[src/hdl/ctf_cfg.svh]
// constants for the control timer flag and status block
// assumes a 32-bit classic wishbone register bus
`ifndef CTF_CFG_SVH
`define CTF_CFG_SVH
`define CTF_OFS_FLAGS    8'h2c
`define CTF_OFS_STATUS   8'h30
`define CTF_OFS_CTRL     8'h40
`define CTF_OFS_CHVAL0   8'h44
`define CTF_OFS_CHBUF0   8'h54
`define CTF_OFS_PERBUF   8'h64
`define CTF_OFS_WAVEBUF  8'h68
`define CTF_OFS_PATTBUF  8'h6c
`define CTF_STATUS_RST   32'h0000_0001
`define CTF_FLAG_MASK    32'h000f_f80f
`define CTF_STAT_W1C     32'h000f_f0e8
`define CTF_B_HIT        16
`define CTF_B_NRF        14
`define CTF_B_RFB        13
`define CTF_B_RFA        12
`define CTF_B_DBG        11
`define CTF_B_ERR        3
`define CTF_B_CNT        2
`define CTF_B_TRG        1
`define CTF_B_WRAP       0
`define CTF_S_CMP        24
`define CTF_S_CHBV       16
`define CTF_S_NRF        14
`define CTF_S_RFB        13
`define CTF_S_RFA        12
`define CTF_S_IN         8
`define CTF_S_PERIOD_BUFFER_VALID      7
`define CTF_S_WAVEFORM_BUFFER_VALID     6
`define CTF_S_PATTERN_BUFFER_VALID     5
`define CTF_S_DBG        3
`define CTF_S_IDX        1
`define CTF_S_STOP       0
`define CTF_C_CAPMODE    0
`define CTF_C_LOCKUPD    4
`define CTF_C_RAMP       5
`define CTF_C_SINGLESHOT 7
`define CTF_C_DBGDET     8
`define CTF_C_SWHALT_A   9
`define CTF_C_SWHALT_B   10
`define CTF_C_NRE        16
`define CTF_C_NRV        20
`endif

[src/hdl/ctf_pkg.sv]
// types for the control timer flag and status block
// assumes ctf_cfg.svh holds the numeric constants
package ctf_pkg;
  typedef enum logic [1:0] {
    CTF_RAMP_SINGLE  = 2'h0,
    CTF_RAMP_ALT_TWO = 2'h1,
    CTF_RAMP_TWO     = 2'h2,
    CTF_RAMP_RSVD    = 2'h3
  } ctf_ramp_t;
endpackage : ctf_pkg

[src/hdl/ctf_flags_status.sv]
// flag and status logic of a 24-bit control timer, wishbone slave
// assumes core signals are synchronous to sys_clk, fault pins are raw pins
`timescale 1ns/1ps
`default_nettype none
`include "ctf_cfg.svh"

module ctf_flags_status
  import ctf_pkg::*;
(
  input  wire logic        sys_clk,
  input  wire logic        resetn,
  // wishbone classic slave
  input  wire logic        wb_cyc_i,
  input  wire logic        wb_stb_i,
  input  wire logic        wb_we_i,
  input  wire logic [7:0]  wb_adr_i,
  input  wire logic [3:0]  wb_sel_i,
  input  wire logic [31:0] wb_dat_i,
  output logic      [31:0] wb_dat_o,
  output logic             wb_ack_o,
  // counter core, same clock
  input  wire logic        tick_clock,
  input  wire logic [3:0]  match_evt,
  input  wire logic [3:0]  capture_evt,
  input  wire logic [23:0] capture_val,
  input  wire logic        counter_evt,
  input  wire logic        retrigger_evt,
  input  wire logic        wrap_evt,
  input  wire logic        update_evt,
  input  wire logic        stop_cmd,
  input  wire logic        count_step,
  input  wire logic        ramp_cycle_b,
  input  wire logic [3:0]  compare_output_level,
  input  wire logic        recov_resume_a,
  input  wire logic        recov_resume_b,
  input  wire logic        debug_mode,
  // fault pins, asynchronous
  input  wire logic        recov_input_a,
  input  wire logic        recov_input_b,
  input  wire logic        nonrecov_input_zero,
  input  wire logic        nonrecov_input_one,
  // to counter core and waveform output stage
  output logic             counter_halt,
  output logic [3:0]       wave_force_en,
  output logic [3:0]       wave_force_val
);

  // -------------------------------------------------------------
  // fault pin synchronisers
  // -------------------------------------------------------------
  logic [3:0] fin_meta_q;
  logic [3:0] fin_q; // {nr1, nr0, b, a}

  // two-stage sync of fault pins
  always_ff @(posedge sys_clk) begin
    if (!resetn) begin
      fin_meta_q <= 4'h0;
      fin_q      <= 4'h0;
    end else begin
      fin_meta_q <= {nonrecov_input_one, nonrecov_input_zero, recov_input_b, recov_input_a};
      fin_q      <= fin_meta_q;
    end
  end

  logic [3:0] fin_d1_q;
  logic [3:0] fin_rise;

  // fault occurrence is the rising edge of the synced input
  always_ff @(posedge sys_clk) begin
    if (!resetn) begin
      fin_d1_q <= 4'h0;
    end else begin
      fin_d1_q <= fin_q;
    end
  end

  assign fin_rise = fin_q & ~fin_d1_q;

  // -------------------------------------------------------------
  // bus decode
  // -------------------------------------------------------------
  logic        acc;
  logic        wr;
  logic        rd;
  logic [31:0] wmask;
  logic [31:0] wdat;

  // byte-lane write mask
  function automatic logic [31:0] lane_mask(input logic [3:0] sel);
    lane_mask = {{8{sel[3]}}, {8{sel[2]}}, {8{sel[1]}}, {8{sel[0]}}};
  endfunction : lane_mask

  // address hit of a word register
  function automatic logic hit(input logic [7:0] adr, input logic [7:0] ofs);
    hit = (adr[7:2] == ofs[7:2]);
  endfunction : hit

  assign acc   = wb_cyc_i & wb_stb_i & ~wb_ack_o;
  assign wr    = acc & wb_we_i;
  assign rd    = acc & ~wb_we_i;
  assign wmask = lane_mask(wb_sel_i);
  assign wdat  = wb_dat_i & wmask;

  logic       wr_flags;
  logic       wr_status;
  logic       wr_ctrl;
  logic [3:0] wr_chbuf;
  logic [3:0] rd_chval;
  logic       wr_perbuf;
  logic       wr_wavebuf;
  logic       wr_pattbuf;

  // register selects, one per channel for value and buffer
  always_comb begin
    wr_flags   = wr & hit(wb_adr_i, `CTF_OFS_FLAGS);
    wr_status  = wr & hit(wb_adr_i, `CTF_OFS_STATUS);
    wr_ctrl    = wr & hit(wb_adr_i, `CTF_OFS_CTRL);
    wr_perbuf  = wr & hit(wb_adr_i, `CTF_OFS_PERBUF);
    wr_wavebuf = wr & hit(wb_adr_i, `CTF_OFS_WAVEBUF);
    wr_pattbuf = wr & hit(wb_adr_i, `CTF_OFS_PATTBUF);
    for (int i = 0; i < 4; i++) begin
      wr_chbuf[i] = wr & hit(wb_adr_i, `CTF_OFS_CHBUF0 + 8'(4 * i));
      rd_chval[i] = rd & hit(wb_adr_i, `CTF_OFS_CHVAL0 + 8'(4 * i));
    end
  end

  // -------------------------------------------------------------
  // control register
  // -------------------------------------------------------------
  logic [23:0] ctrl_q;
  logic [3:0]  capture_mode;
  logic        lock_update;
  ctf_ramp_t   ramp_mode;
  logic        single_shot;
  logic        debug_fault_detect_enable;
  logic        swhalt_a;
  logic        swhalt_b;
  logic [3:0]  nonrecov_output_enable;
  logic [3:0]  nonrecov_output_value;

  // configuration written by software
  always_ff @(posedge sys_clk) begin
    if (!resetn) begin
      ctrl_q <= 24'h00_0000;
    end else if (wr_ctrl) begin
      ctrl_q <= (ctrl_q & ~wmask[23:0]) | wdat[23:0];
    end
  end

  assign capture_mode              = ctrl_q[`CTF_C_CAPMODE +: 4];
  assign lock_update               = ctrl_q[`CTF_C_LOCKUPD];
  assign ramp_mode                 = ctf_ramp_t'(ctrl_q[`CTF_C_RAMP +: 2]);
  assign single_shot               = ctrl_q[`CTF_C_SINGLESHOT];
  assign debug_fault_detect_enable = ctrl_q[`CTF_C_DBGDET];
  assign swhalt_a                  = ctrl_q[`CTF_C_SWHALT_A];
  assign swhalt_b                  = ctrl_q[`CTF_C_SWHALT_B];
  assign nonrecov_output_enable    = ctrl_q[`CTF_C_NRE +: 4];
  assign nonrecov_output_value     = ctrl_q[`CTF_C_NRV +: 4];

  // -------------------------------------------------------------
  // channel value and buffer storage
  // -------------------------------------------------------------
  logic [23:0] chval_q [4];
  logic [23:0] chbuf_q [4];
  logic [23:0] perbuf_q;
  logic [23:0] wavebuf_q;
  logic [23:0] pattbuf_q;

  // capture lands in value register, compare buffers written by software
  always_ff @(posedge sys_clk) begin
    if (!resetn) begin
      for (int i = 0; i < 4; i++) begin
        chval_q[i] <= 24'h00_0000;
        chbuf_q[i] <= 24'h00_0000;
      end
    end else begin
      for (int i = 0; i < 4; i++) begin
        if (capture_mode[i] && capture_evt[i]) begin
          chbuf_q[i] <= capture_val;
          chval_q[i] <= capture_val;
        end else if (wr_chbuf[i]) begin
          chbuf_q[i] <= wdat[23:0];
        end else if (!capture_mode[i] && update_evt) begin
          chval_q[i] <= chbuf_q[i];
        end
      end
    end
  end

  // period, waveform and pattern buffers
  always_ff @(posedge sys_clk) begin
    if (!resetn) begin
      perbuf_q  <= 24'h00_0000;
      wavebuf_q <= 24'h00_0000;
      pattbuf_q <= 24'h00_0000;
    end else begin
      if (wr_perbuf)  perbuf_q  <= wdat[23:0];
      if (wr_wavebuf) wavebuf_q <= wdat[23:0];
      if (wr_pattbuf) pattbuf_q <= wdat[23:0];
    end
  end

  // -------------------------------------------------------------
  // state bits of the status register
  // -------------------------------------------------------------
  logic [31:0] w1c_stat;
  logic [3:0]  chbv_q;
  logic [1:0]  nrf_state_q;
  logic        rfa_state_q;
  logic        rfb_state_q;
  logic        period_buffer_valid_q;
  logic        waveform_buffer_valid_q;
  logic        pattern_buffer_valid_q;
  logic        dbg_state_q;
  logic        stop_q;
  logic [3:0]  dbg_rise;

  assign w1c_stat = wr_status ? (wdat & `CTF_STAT_W1C) : 32'h0000_0000;

  // channel buffer valid; set wins over clear
  always_ff @(posedge sys_clk) begin
    if (!resetn) begin
      chbv_q <= 4'h0;
    end else begin
      for (int i = 0; i < 4; i++) begin
        if (capture_mode[i]) begin
          if (capture_evt[i])  chbv_q[i] <= 1'b1;
          else if (rd_chval[i]) chbv_q[i] <= 1'b0;
        end else begin
          if (wr_chbuf[i]) chbv_q[i] <= 1'b1;
          else if (update_evt || (lock_update && w1c_stat[`CTF_S_CHBV + i]))
            chbv_q[i] <= 1'b0;
        end
      end
    end
  end

  // period, waveform, pattern buffer valid
  always_ff @(posedge sys_clk) begin
    if (!resetn) begin
      period_buffer_valid_q  <= 1'b0;
      waveform_buffer_valid_q <= 1'b0;
      pattern_buffer_valid_q <= 1'b0;
    end else begin
      if (wr_perbuf) period_buffer_valid_q <= 1'b1;
      else if ((update_evt && lock_update) || w1c_stat[`CTF_S_PERIOD_BUFFER_VALID]) period_buffer_valid_q <= 1'b0;
      if (wr_wavebuf) waveform_buffer_valid_q <= 1'b1;
      else if ((update_evt && lock_update) || w1c_stat[`CTF_S_WAVEFORM_BUFFER_VALID]) waveform_buffer_valid_q <= 1'b0;
      if (wr_pattbuf) pattern_buffer_valid_q <= 1'b1;
      else if ((update_evt && lock_update) || w1c_stat[`CTF_S_PATTERN_BUFFER_VALID]) pattern_buffer_valid_q <= 1'b0;
    end
  end

  // fault states; clearing resumes from last count, restart is software's job
  always_ff @(posedge sys_clk) begin
    if (!resetn) begin
      nrf_state_q <= 2'h0;
      rfa_state_q <= 1'b0;
      rfb_state_q <= 1'b0;
    end else begin
      for (int i = 0; i < 2; i++) begin
        if (fin_q[2 + i]) nrf_state_q[i] <= 1'b1;
        else if (w1c_stat[`CTF_S_NRF + i]) nrf_state_q[i] <= 1'b0;
      end
      if (fin_q[0]) rfa_state_q <= 1'b1;
      else if (recov_resume_a || w1c_stat[`CTF_S_RFA]) rfa_state_q <= 1'b0;
      if (fin_q[1]) rfb_state_q <= 1'b1;
      else if (recov_resume_b || w1c_stat[`CTF_S_RFB]) rfb_state_q <= 1'b0;
    end
  end

  // debug fault state and stopped bit
  always_ff @(posedge sys_clk) begin
    if (!resetn) begin
      dbg_state_q <= 1'b0;
      stop_q      <= 1'b1;
    end else begin
      if (debug_mode && debug_fault_detect_enable) dbg_state_q <= 1'b1;
      else if (!debug_mode && w1c_stat[`CTF_S_DBG]) dbg_state_q <= 1'b0;
      if (stop_cmd || (update_evt && single_shot)) stop_q <= 1'b1;
      else if (count_step) stop_q <= 1'b0;
    end
  end

  // -------------------------------------------------------------
  // event capture and interrupt flags
  // -------------------------------------------------------------
  logic [31:0] pend_q;
  logic [31:0] pend_now;
  logic [31:0] flags_q;
  logic [31:0] set_now;
  logic [31:0] clr_now;
  logic        dbg_state_d1_q;

  always_ff @(posedge sys_clk) begin
    if (!resetn) dbg_state_d1_q <= 1'b0;
    else dbg_state_d1_q <= dbg_state_q;
  end

  assign dbg_rise = {3'h0, dbg_state_q & ~dbg_state_d1_q};

  // collect events now; they land in flags on the next tick
  always_comb begin
    pend_now = 32'h0000_0000;
    for (int i = 0; i < 4; i++) begin
      pend_now[`CTF_B_HIT + i] = (!capture_mode[i] && match_evt[i]) ||
                                 (capture_mode[i] && capture_evt[i]);
    end
    pend_now[`CTF_B_NRF +: 2] = fin_rise[3:2];
    pend_now[`CTF_B_RFB]      = fin_rise[1];
    pend_now[`CTF_B_RFA]      = fin_rise[0];
    pend_now[`CTF_B_DBG]      = dbg_rise[0];
    pend_now[`CTF_B_CNT]      = counter_evt;
    pend_now[`CTF_B_TRG]      = retrigger_evt;
    pend_now[`CTF_B_WRAP]     = wrap_evt;
  end

  // pending events wait for the next tick
  always_ff @(posedge sys_clk) begin
    if (!resetn) pend_q <= 32'h0000_0000;
    else if (tick_clock) pend_q <= pend_now;
    else pend_q <= pend_q | pend_now;
  end

  // flags set on tick, error set at once on overrun capture
  always_comb begin
    set_now = tick_clock ? pend_q : 32'h0000_0000;
    for (int i = 0; i < 4; i++) begin
      if (capture_mode[i] && capture_evt[i] && flags_q[`CTF_B_HIT + i])
        set_now[`CTF_B_ERR] = 1'b1;
    end
    clr_now = wr_flags ? (wdat & `CTF_FLAG_MASK) : 32'h0000_0000;
    for (int i = 0; i < 4; i++) begin
      if (capture_mode[i] && rd_chval[i]) clr_now[`CTF_B_HIT + i] = 1'b1;
    end
  end

  // set wins over clear
  always_ff @(posedge sys_clk) begin
    if (!resetn) flags_q <= 32'h0000_0000;
    else flags_q <= ((flags_q & ~clr_now) | set_now) & `CTF_FLAG_MASK;
  end

  // -------------------------------------------------------------
  // status word, halt and forced outputs
  // -------------------------------------------------------------
  logic [31:0] status_word;
  logic        ramp_idx;

  assign ramp_idx = (ramp_mode == CTF_RAMP_TWO || ramp_mode == CTF_RAMP_ALT_TWO) ? ramp_cycle_b : 1'b0;

  // status read value
  always_comb begin
    status_word = 32'h0000_0000;
    status_word[`CTF_S_CMP +: 4]  = compare_output_level;
    status_word[`CTF_S_CHBV +: 4] = chbv_q;
    status_word[`CTF_S_NRF +: 2]  = nrf_state_q;
    status_word[`CTF_S_RFB]       = rfb_state_q;
    status_word[`CTF_S_RFA]       = rfa_state_q;
    status_word[`CTF_S_IN +: 4]   = fin_q;
    status_word[`CTF_S_PERIOD_BUFFER_VALID]     = period_buffer_valid_q;
    status_word[`CTF_S_WAVEFORM_BUFFER_VALID]    = waveform_buffer_valid_q;
    status_word[`CTF_S_PATTERN_BUFFER_VALID]    = pattern_buffer_valid_q;
    status_word[`CTF_S_DBG]       = dbg_state_q;
    status_word[`CTF_S_IDX]       = ramp_idx;
    status_word[`CTF_S_STOP]      = stop_q;
  end

  // halt while any fault holds the timer or debug state is set
  always_ff @(posedge sys_clk) begin
    if (!resetn) begin
      counter_halt   <= 1'b0;
      wave_force_en  <= 4'h0;
      wave_force_val <= 4'h0;
    end else begin
      counter_halt   <= dbg_state_q | (|nrf_state_q) |
                        (rfa_state_q & swhalt_a) | (rfb_state_q & swhalt_b);
      wave_force_en  <= (dbg_state_q | (|nrf_state_q)) ? nonrecov_output_enable : 4'h0;
      wave_force_val <= nonrecov_output_value;
    end
  end

  // -------------------------------------------------------------
  // wishbone answer, one wait state
  // -------------------------------------------------------------
  always_ff @(posedge sys_clk) begin
    if (!resetn) begin
      wb_ack_o <= 1'b0;
      wb_dat_o <= 32'h0000_0000;
    end else begin
      wb_ack_o <= acc;
      wb_dat_o <= 32'h0000_0000;
      if (rd) begin
        if (hit(wb_adr_i, `CTF_OFS_FLAGS)) wb_dat_o <= flags_q;
        else if (hit(wb_adr_i, `CTF_OFS_STATUS)) wb_dat_o <= status_word;
        else if (hit(wb_adr_i, `CTF_OFS_CTRL)) wb_dat_o <= {8'h00, ctrl_q};
        else if (hit(wb_adr_i, `CTF_OFS_PERBUF)) wb_dat_o <= {8'h00, perbuf_q};
        else if (hit(wb_adr_i, `CTF_OFS_WAVEBUF)) wb_dat_o <= {8'h00, wavebuf_q};
        else if (hit(wb_adr_i, `CTF_OFS_PATTBUF)) wb_dat_o <= {8'h00, pattbuf_q};
        for (int i = 0; i < 4; i++) begin
          if (rd_chval[i]) wb_dat_o <= {8'h00, chval_q[i]};
          if (hit(wb_adr_i, `CTF_OFS_CHBUF0 + 8'(4 * i))) wb_dat_o <= {8'h00, chbuf_q[i]};
        end
      end
    end
  end

endmodule : ctf_flags_status
`default_nettype wire

[config.mk]
export PLATFORM = sky130hd
export DESIGN_NAME = ctf_flags_status
export DESIGN_NICKNAME = d
export VERILOG_FILES = /design/src/hdl/ctf_pkg.sv /design/src/hdl/ctf_flags_status.sv
export VERILOG_INCLUDE_DIRS = /design/src /design/src/hdl
export SDC_FILE = /design/constraint.sdc
export NUM_CORES = 1
export LEC_CHECK = 0
export BUFFER_PORTS_ARGS = -buffer_cell sky130_fd_sc_hd__buf_2
export CORE_MARGIN = 3
export CORE_UTILIZATION = 33
export CTS_BUF_LIST = sky130_fd_sc_hd__clkbuf_2
export DETAILED_ROUTE_END_ITERATION = 8
export HOLD_SLACK_MARGIN = 0.12
export PLACE_DENSITY = 0.55
export REMOVE_ABC_BUFFERS = 1
export SLEW_MARGIN = 20
export SYNTH_ARGS = -nofsm -noshare
export SYNTH_HDL_FRONTEND = slang
export SYNTH_SLANG_ARGS = --single-unit
[constraint.sdc]
create_clock -name sys_clk -period 4.2 [get_ports sys_clk]
set_clock_uncertainty 0.15 [all_clocks]
set_input_delay 0.42 -clock sys_clk [delete_from_list [all_inputs] [get_ports sys_clk]]
set_output_delay 0.42 -clock sys_clk [all_outputs]
set_load 0.05 [all_outputs]
# [After elaboration in Yosys (flattened, before gate mapping)]
# Memory sizes are Yosys's and may differ from the RTL's.
# Cells that the tools add are included.
[totals] ff_bits=209 ramBits=192 inputBits=100 output_inout_bits=42 elab_cells=305 memories=2
[classes] n_eq_ne=20 n_mux=128 n_bitwise=55 n_reduce_logical=70
[mem_list] memory="chbuf_q" depth=4 width=24 rd=4 rd_ports_with_merged_regs=0 wr=4 line="ctf_flags_status.sv:164" text="logic [23:0] chbuf_q [4];"
[mem_list] memory="chval_q" depth=4 width=24 rd=4 rd_ports_with_merged_regs=0 wr=4 line="ctf_flags_status.sv:163" text="logic [23:0] chval_q [4];"
[ops] cell="$mux W24" count=28
[ops] cell="$mux W1" count=94
[ops] cell="$mux W20" count=4
[ops] cell="$eq A6 B5 Y1 const B" count=12
[ops] cell="$mux W28" count=2
[ops] cell="$and A24 B24 Y24" count=2
[ops] cell="$or A32 B20 Y32" count=1
[ops] cell="$logic_and A1 B1 Y1" count=28
[ops] cell="$not A24 Y24" count=1
[ops] cell="$or A24 B24 Y24" count=1
[ops] cell="$and A1 B1 Y1" count=21
[ops] cell="$and A20 B20 Y20" count=1
[ops] cell="$not A20 Y20" count=1
[ops] cell="$or A20 B20 Y20" count=1
[ops] cell="$or A1 B1 Y1" count=19
[ops] cell="$reduce_bool A2 Y1" count=8
[ops] cell="$logic_or A1 B1 Y1" count=15
[ops] cell="$eq A6 B4 Y1 const B" count=2
[ops] cell="$ne A3 B3 Y1 const B" count=4
[ops] cell="$reduce_and A2 Y1" count=6
[ops] cell="$reduce_bool A3 Y1" count=4
[ops] cell="$reduce_or A10 Y1" count=1
[ops] cell="$reduce_or A2 Y1" count=3
[ops] cell="$logic_not A1 Y1" count=5
[ops] cell="5 further kinds" count=9

# [Depth between registers and ports, before layout]
[logic_depth] depth_word=15 mapped_depth=10 depth_no_buf=6

# [Worst setup path before layout]
# Ideal clock, no wire load.
[synth_timing] path_type="input port to flip-flop" start="input port wb_adr_i[7]" end="memory chbuf_q[3][0], enable pin" setup_ns=0.413 t_arrival_ns=2.535 required_time_ns=3.637 path_slack_ns=1.102 path_stages=5 n_path_buf=2 path_cell_list="buf_4 > nor4b_4 > nand2_1 > buf_2 > o211ai_1"
[synth_rtl] element="start: declaration" line="ctf_flags_status.sv:16" text="input wire logic [7:0] wb_adr_i,"
[synth_rtl] element="end: declaration" line="ctf_flags_status.sv:164"

==> summary.txt <==
Layout
  – Multi-input gate area: 0.006624 sq mm
  – Most frequent cells in the layout: 399 x nand2_1, 234 x dlygate4sd3_1, 232 x nor2_1
  – Fraction of layout cells with a size suffix above 1: 17.22%
  – Fillers: 4,961
  – Register Area: 0.009469 sq mm
  – Commonest non-fill, non-tap cell in the layout: nand2_1
  – Nets: 2,325
  – Fin area: 0.02140 sq mm
  – Area grow syn2layout: 28.58%

CTS
  – CTS tree: yes
  – H-tree depth: 3
  – Clock buffer depth: 3
  – Root buf cell: clkbuf_2
  – TritonCTS Sinks: 377
  – Worst-Skew Late Latency: 1100 ps
  – Num CTS Buffers: 100
  – CTS clk-pin slew, worst paths: 90 ps

Synthesis
  – Ys async rst share: 0%
  – Main synth FF type: edfxtp_1
  – Post-synth EDFFs: 192
  – Synth cell types: 70
  – Flops & latches, synth: 377
  – Post-synth top area cell: edfxtp_1
  – Synth top area share: 34.64%
  – Sequential element share of the synthesized area: 56.89%
  – Syn Inst Count: 1,814
  – Area contributors post-synth: edfxtp_1 35%, dfxtp_1 22%, nand2_1 9.0%
  – Avg Cell Area, Syn: 9.176 sq um
  – Mapped Area: 0.01664 sq mm
  – Synth Warn #: 0

Worst hold path
  – Tightest Hold Check Type: in2reg

Worst setup path
  – Critical path's top delay family: buffers and inverters
  – Count of buffer and inverter cells on the critical path: 6
  – CP Capture Type: flip-flop
  – Critical path data required time: 4820 ps
  – Critical-path maximum fanout: 25
  – Crit-path max cell delay: 700 ps
  – Crit Path Category: in2reg
  – Slowest cell on crit path: dlygate4sd3_1
  – Crit path DAT: 4230 ps
  – Crit path top cell by count: dlygate4sd3_1
  – Crit start category: input port
  – Worst-path cell chain: dlygate4sd3_1, buf_2, nor2b_1, dlygate4sd3_1, nand2_1, dlygate4sd3_1, nor2_1, nor3_4, buf_4, nand3b_1, buf_4

STA
  – Achievable Freq: 276.8 MHz
  – Final number of setup-violating endpoints: 0
  – RSZ-0062 raised after global routing: false
  – Worst hold slack: 216.3 ps
  – Setup TNS: 0 ps
  – Relative slew margins: 45.65%
  – Worst-Margin Slew: 814.4 ps
  – Max-slew violation count: 0
  – Crit path time final: 3613 ps
  – Crit share post-route: 86.02%
  – Final Hold Fails: 0

Drt
  – Vias per cell: 5.451
  – Routed met2 length: 29.61 mm
  – Top Layer Used: met5
  – Initial drt markers: 2,100
  – WL per Instance: 22.43 um
  – Routed wire length: 66.60 mm
  – WL met1: 26.81 mm
  – 1st-pass router iterations: 8
  – Antenna Nets Post-Route: 0
  – Routed vias: 16,188
  – WL met3: 7.623 mm
  – DRC: 0

Floorplanning
  – IO Count: 142
  – Die width: 230.6 um
  – Die H: 230.6 um
  – # rows: 81
  – Initial core utilization: 33.72%
  – CORE AREA: 0.04936 sq mm
  – Die area: 0.05317 sq mm

Power and ir drop
  – Static Leakage: 0.008615 uW
  – Max VDD drop: 0.1375 mV
  – Power Density: 342.1 mW/mm^2

GRT
  – Vias in the first global route: 15,995
  – Initial antenna violation count: 2
  – Largest net degree at the start of global routing: 67
  – First-pass GRT wire length: 98.90 mm
  – GRT Residual Overflow: 0
  – Gr usage total: 24.82%

Run status
  – Status: finished clean

Placed design
  – Detail Placement HPWL: 42.48 mm
  – Dpl cell area: 0.01812 sq mm
  – Placer Congestion: 0.8985
  – Port buffer count: 126

Flow run
  – Max_cap viols: 0
==> power by group <==
group	switching, uW	leakage, uW	internal, uW
Sequential	56.2	0.00350	3980
Clock	1610	0.000738	1100
Combinational	368	0.00437	217
Total	2030	0.00862	5290
==> logic make-up after synthesis <==
| kind of cell | Yosys count | share of synthesized area [%] |
|---|---|---|
| and+or+nand+nor | 797 | 20.91 |
| AOI/OAI and AO/OA | 495 | 18.04 |
| DFF | 377 | 56.89 |
| buffers and inverters | 136 | 3.661 |
| muxes | 7 | 0.4285 |
| xor gates and xnor gates | 1 | 0.05263 |
| other | 1 | 0.02253 |
==> through the flow <==
stage | util, % | setup slack [ps] | total power (uW) | cells
finish | 43.36 | 587.1 | 7322 | 2970
global route | 43.36 | 589.0 | 7627 | 2970
CTS | 43.36 | 823.1 | 7371 | 2969
detailed placement | 36.72 | 819.5 | 4556 | 2553
global placement | 36.72 | 813.5 | 4548 | 2553
floorplan | - | 151.8 | 4286 | 1694
==> final cells by class <==
type                            count  share of cell area (%)
Sequential cell                   377                   44.24
Multi-Input combinational cell   1304                   30.95
Timing Repair Buffer              429                   16.31
Clock buffer                      167                   3.905
Tap cell                          664                   3.882
Clock inverter                     15                  0.4560
Inverter                           13                  0.2397
Antenna cell                        1                 0.01169
==> state kept, by name (all words and copies together) (netlist names), 2 cells and up, named ones only <==
signal	cells
wb_dat_o	28
fin_d1_q	4
fin_q	4
wavebuf_q	24
fin_meta_q	4
chval_q	96
chbv_q	4
perbuf_q	24
wave_force_val	4
nrf_state_q	2
flags_q	13
pend_q	12
wave_force_en	4
pattbuf_q	24
chbuf_q	96
==> Yosys cell counts (all sizes together), types with 14 or more instances <==
cell and instances:
o22ai 14, o211ai 17, nand3 39, o21ai 143, nor2 242, clkbuf 67, dfxtp 185, a22oi 50
edfxtp 192, nor3 21, nand2 399, buf 56, o221ai 14, a21oi 180, and2 23
==> metal layers <==
layer / up-vias / GRT usage, %
li1: 7369 / -
met1: 7662 / 32.70
met2: 974 / 38.44
met3: 181 / 6.515
met4: 2 / 10.99
met5: - / 0
==> worst paths after layout <==
kind / start / to / slack, ps / cells after the start
setup reg to reg: wb_ack_o / wb_dat_o[19] / 1060 / 8
hold / removal: resetn / rfb_state_q / 220 / 3
setup / recovery: wb_adr_i[4] / chval_q[1][9] / 590 / 11
hold reg to reg: fin_meta_q[2] / fin_q[2] / 290 / 1
==> tightest hold or removal path: stages <==
cell,delay [ps]
dlygate4sd3_1,530
buf_2,260
o21a_1,160
==> timing repair <==
action / 4_1_cts / 5_1_grt
hold buffers: 234 / 0
endpoints found under the hold margin: 563 / 0
resized for setup: 0 / 0
setup buffers: 0 / 0
No activity file was read; power rests on OpenSTA's default activity.
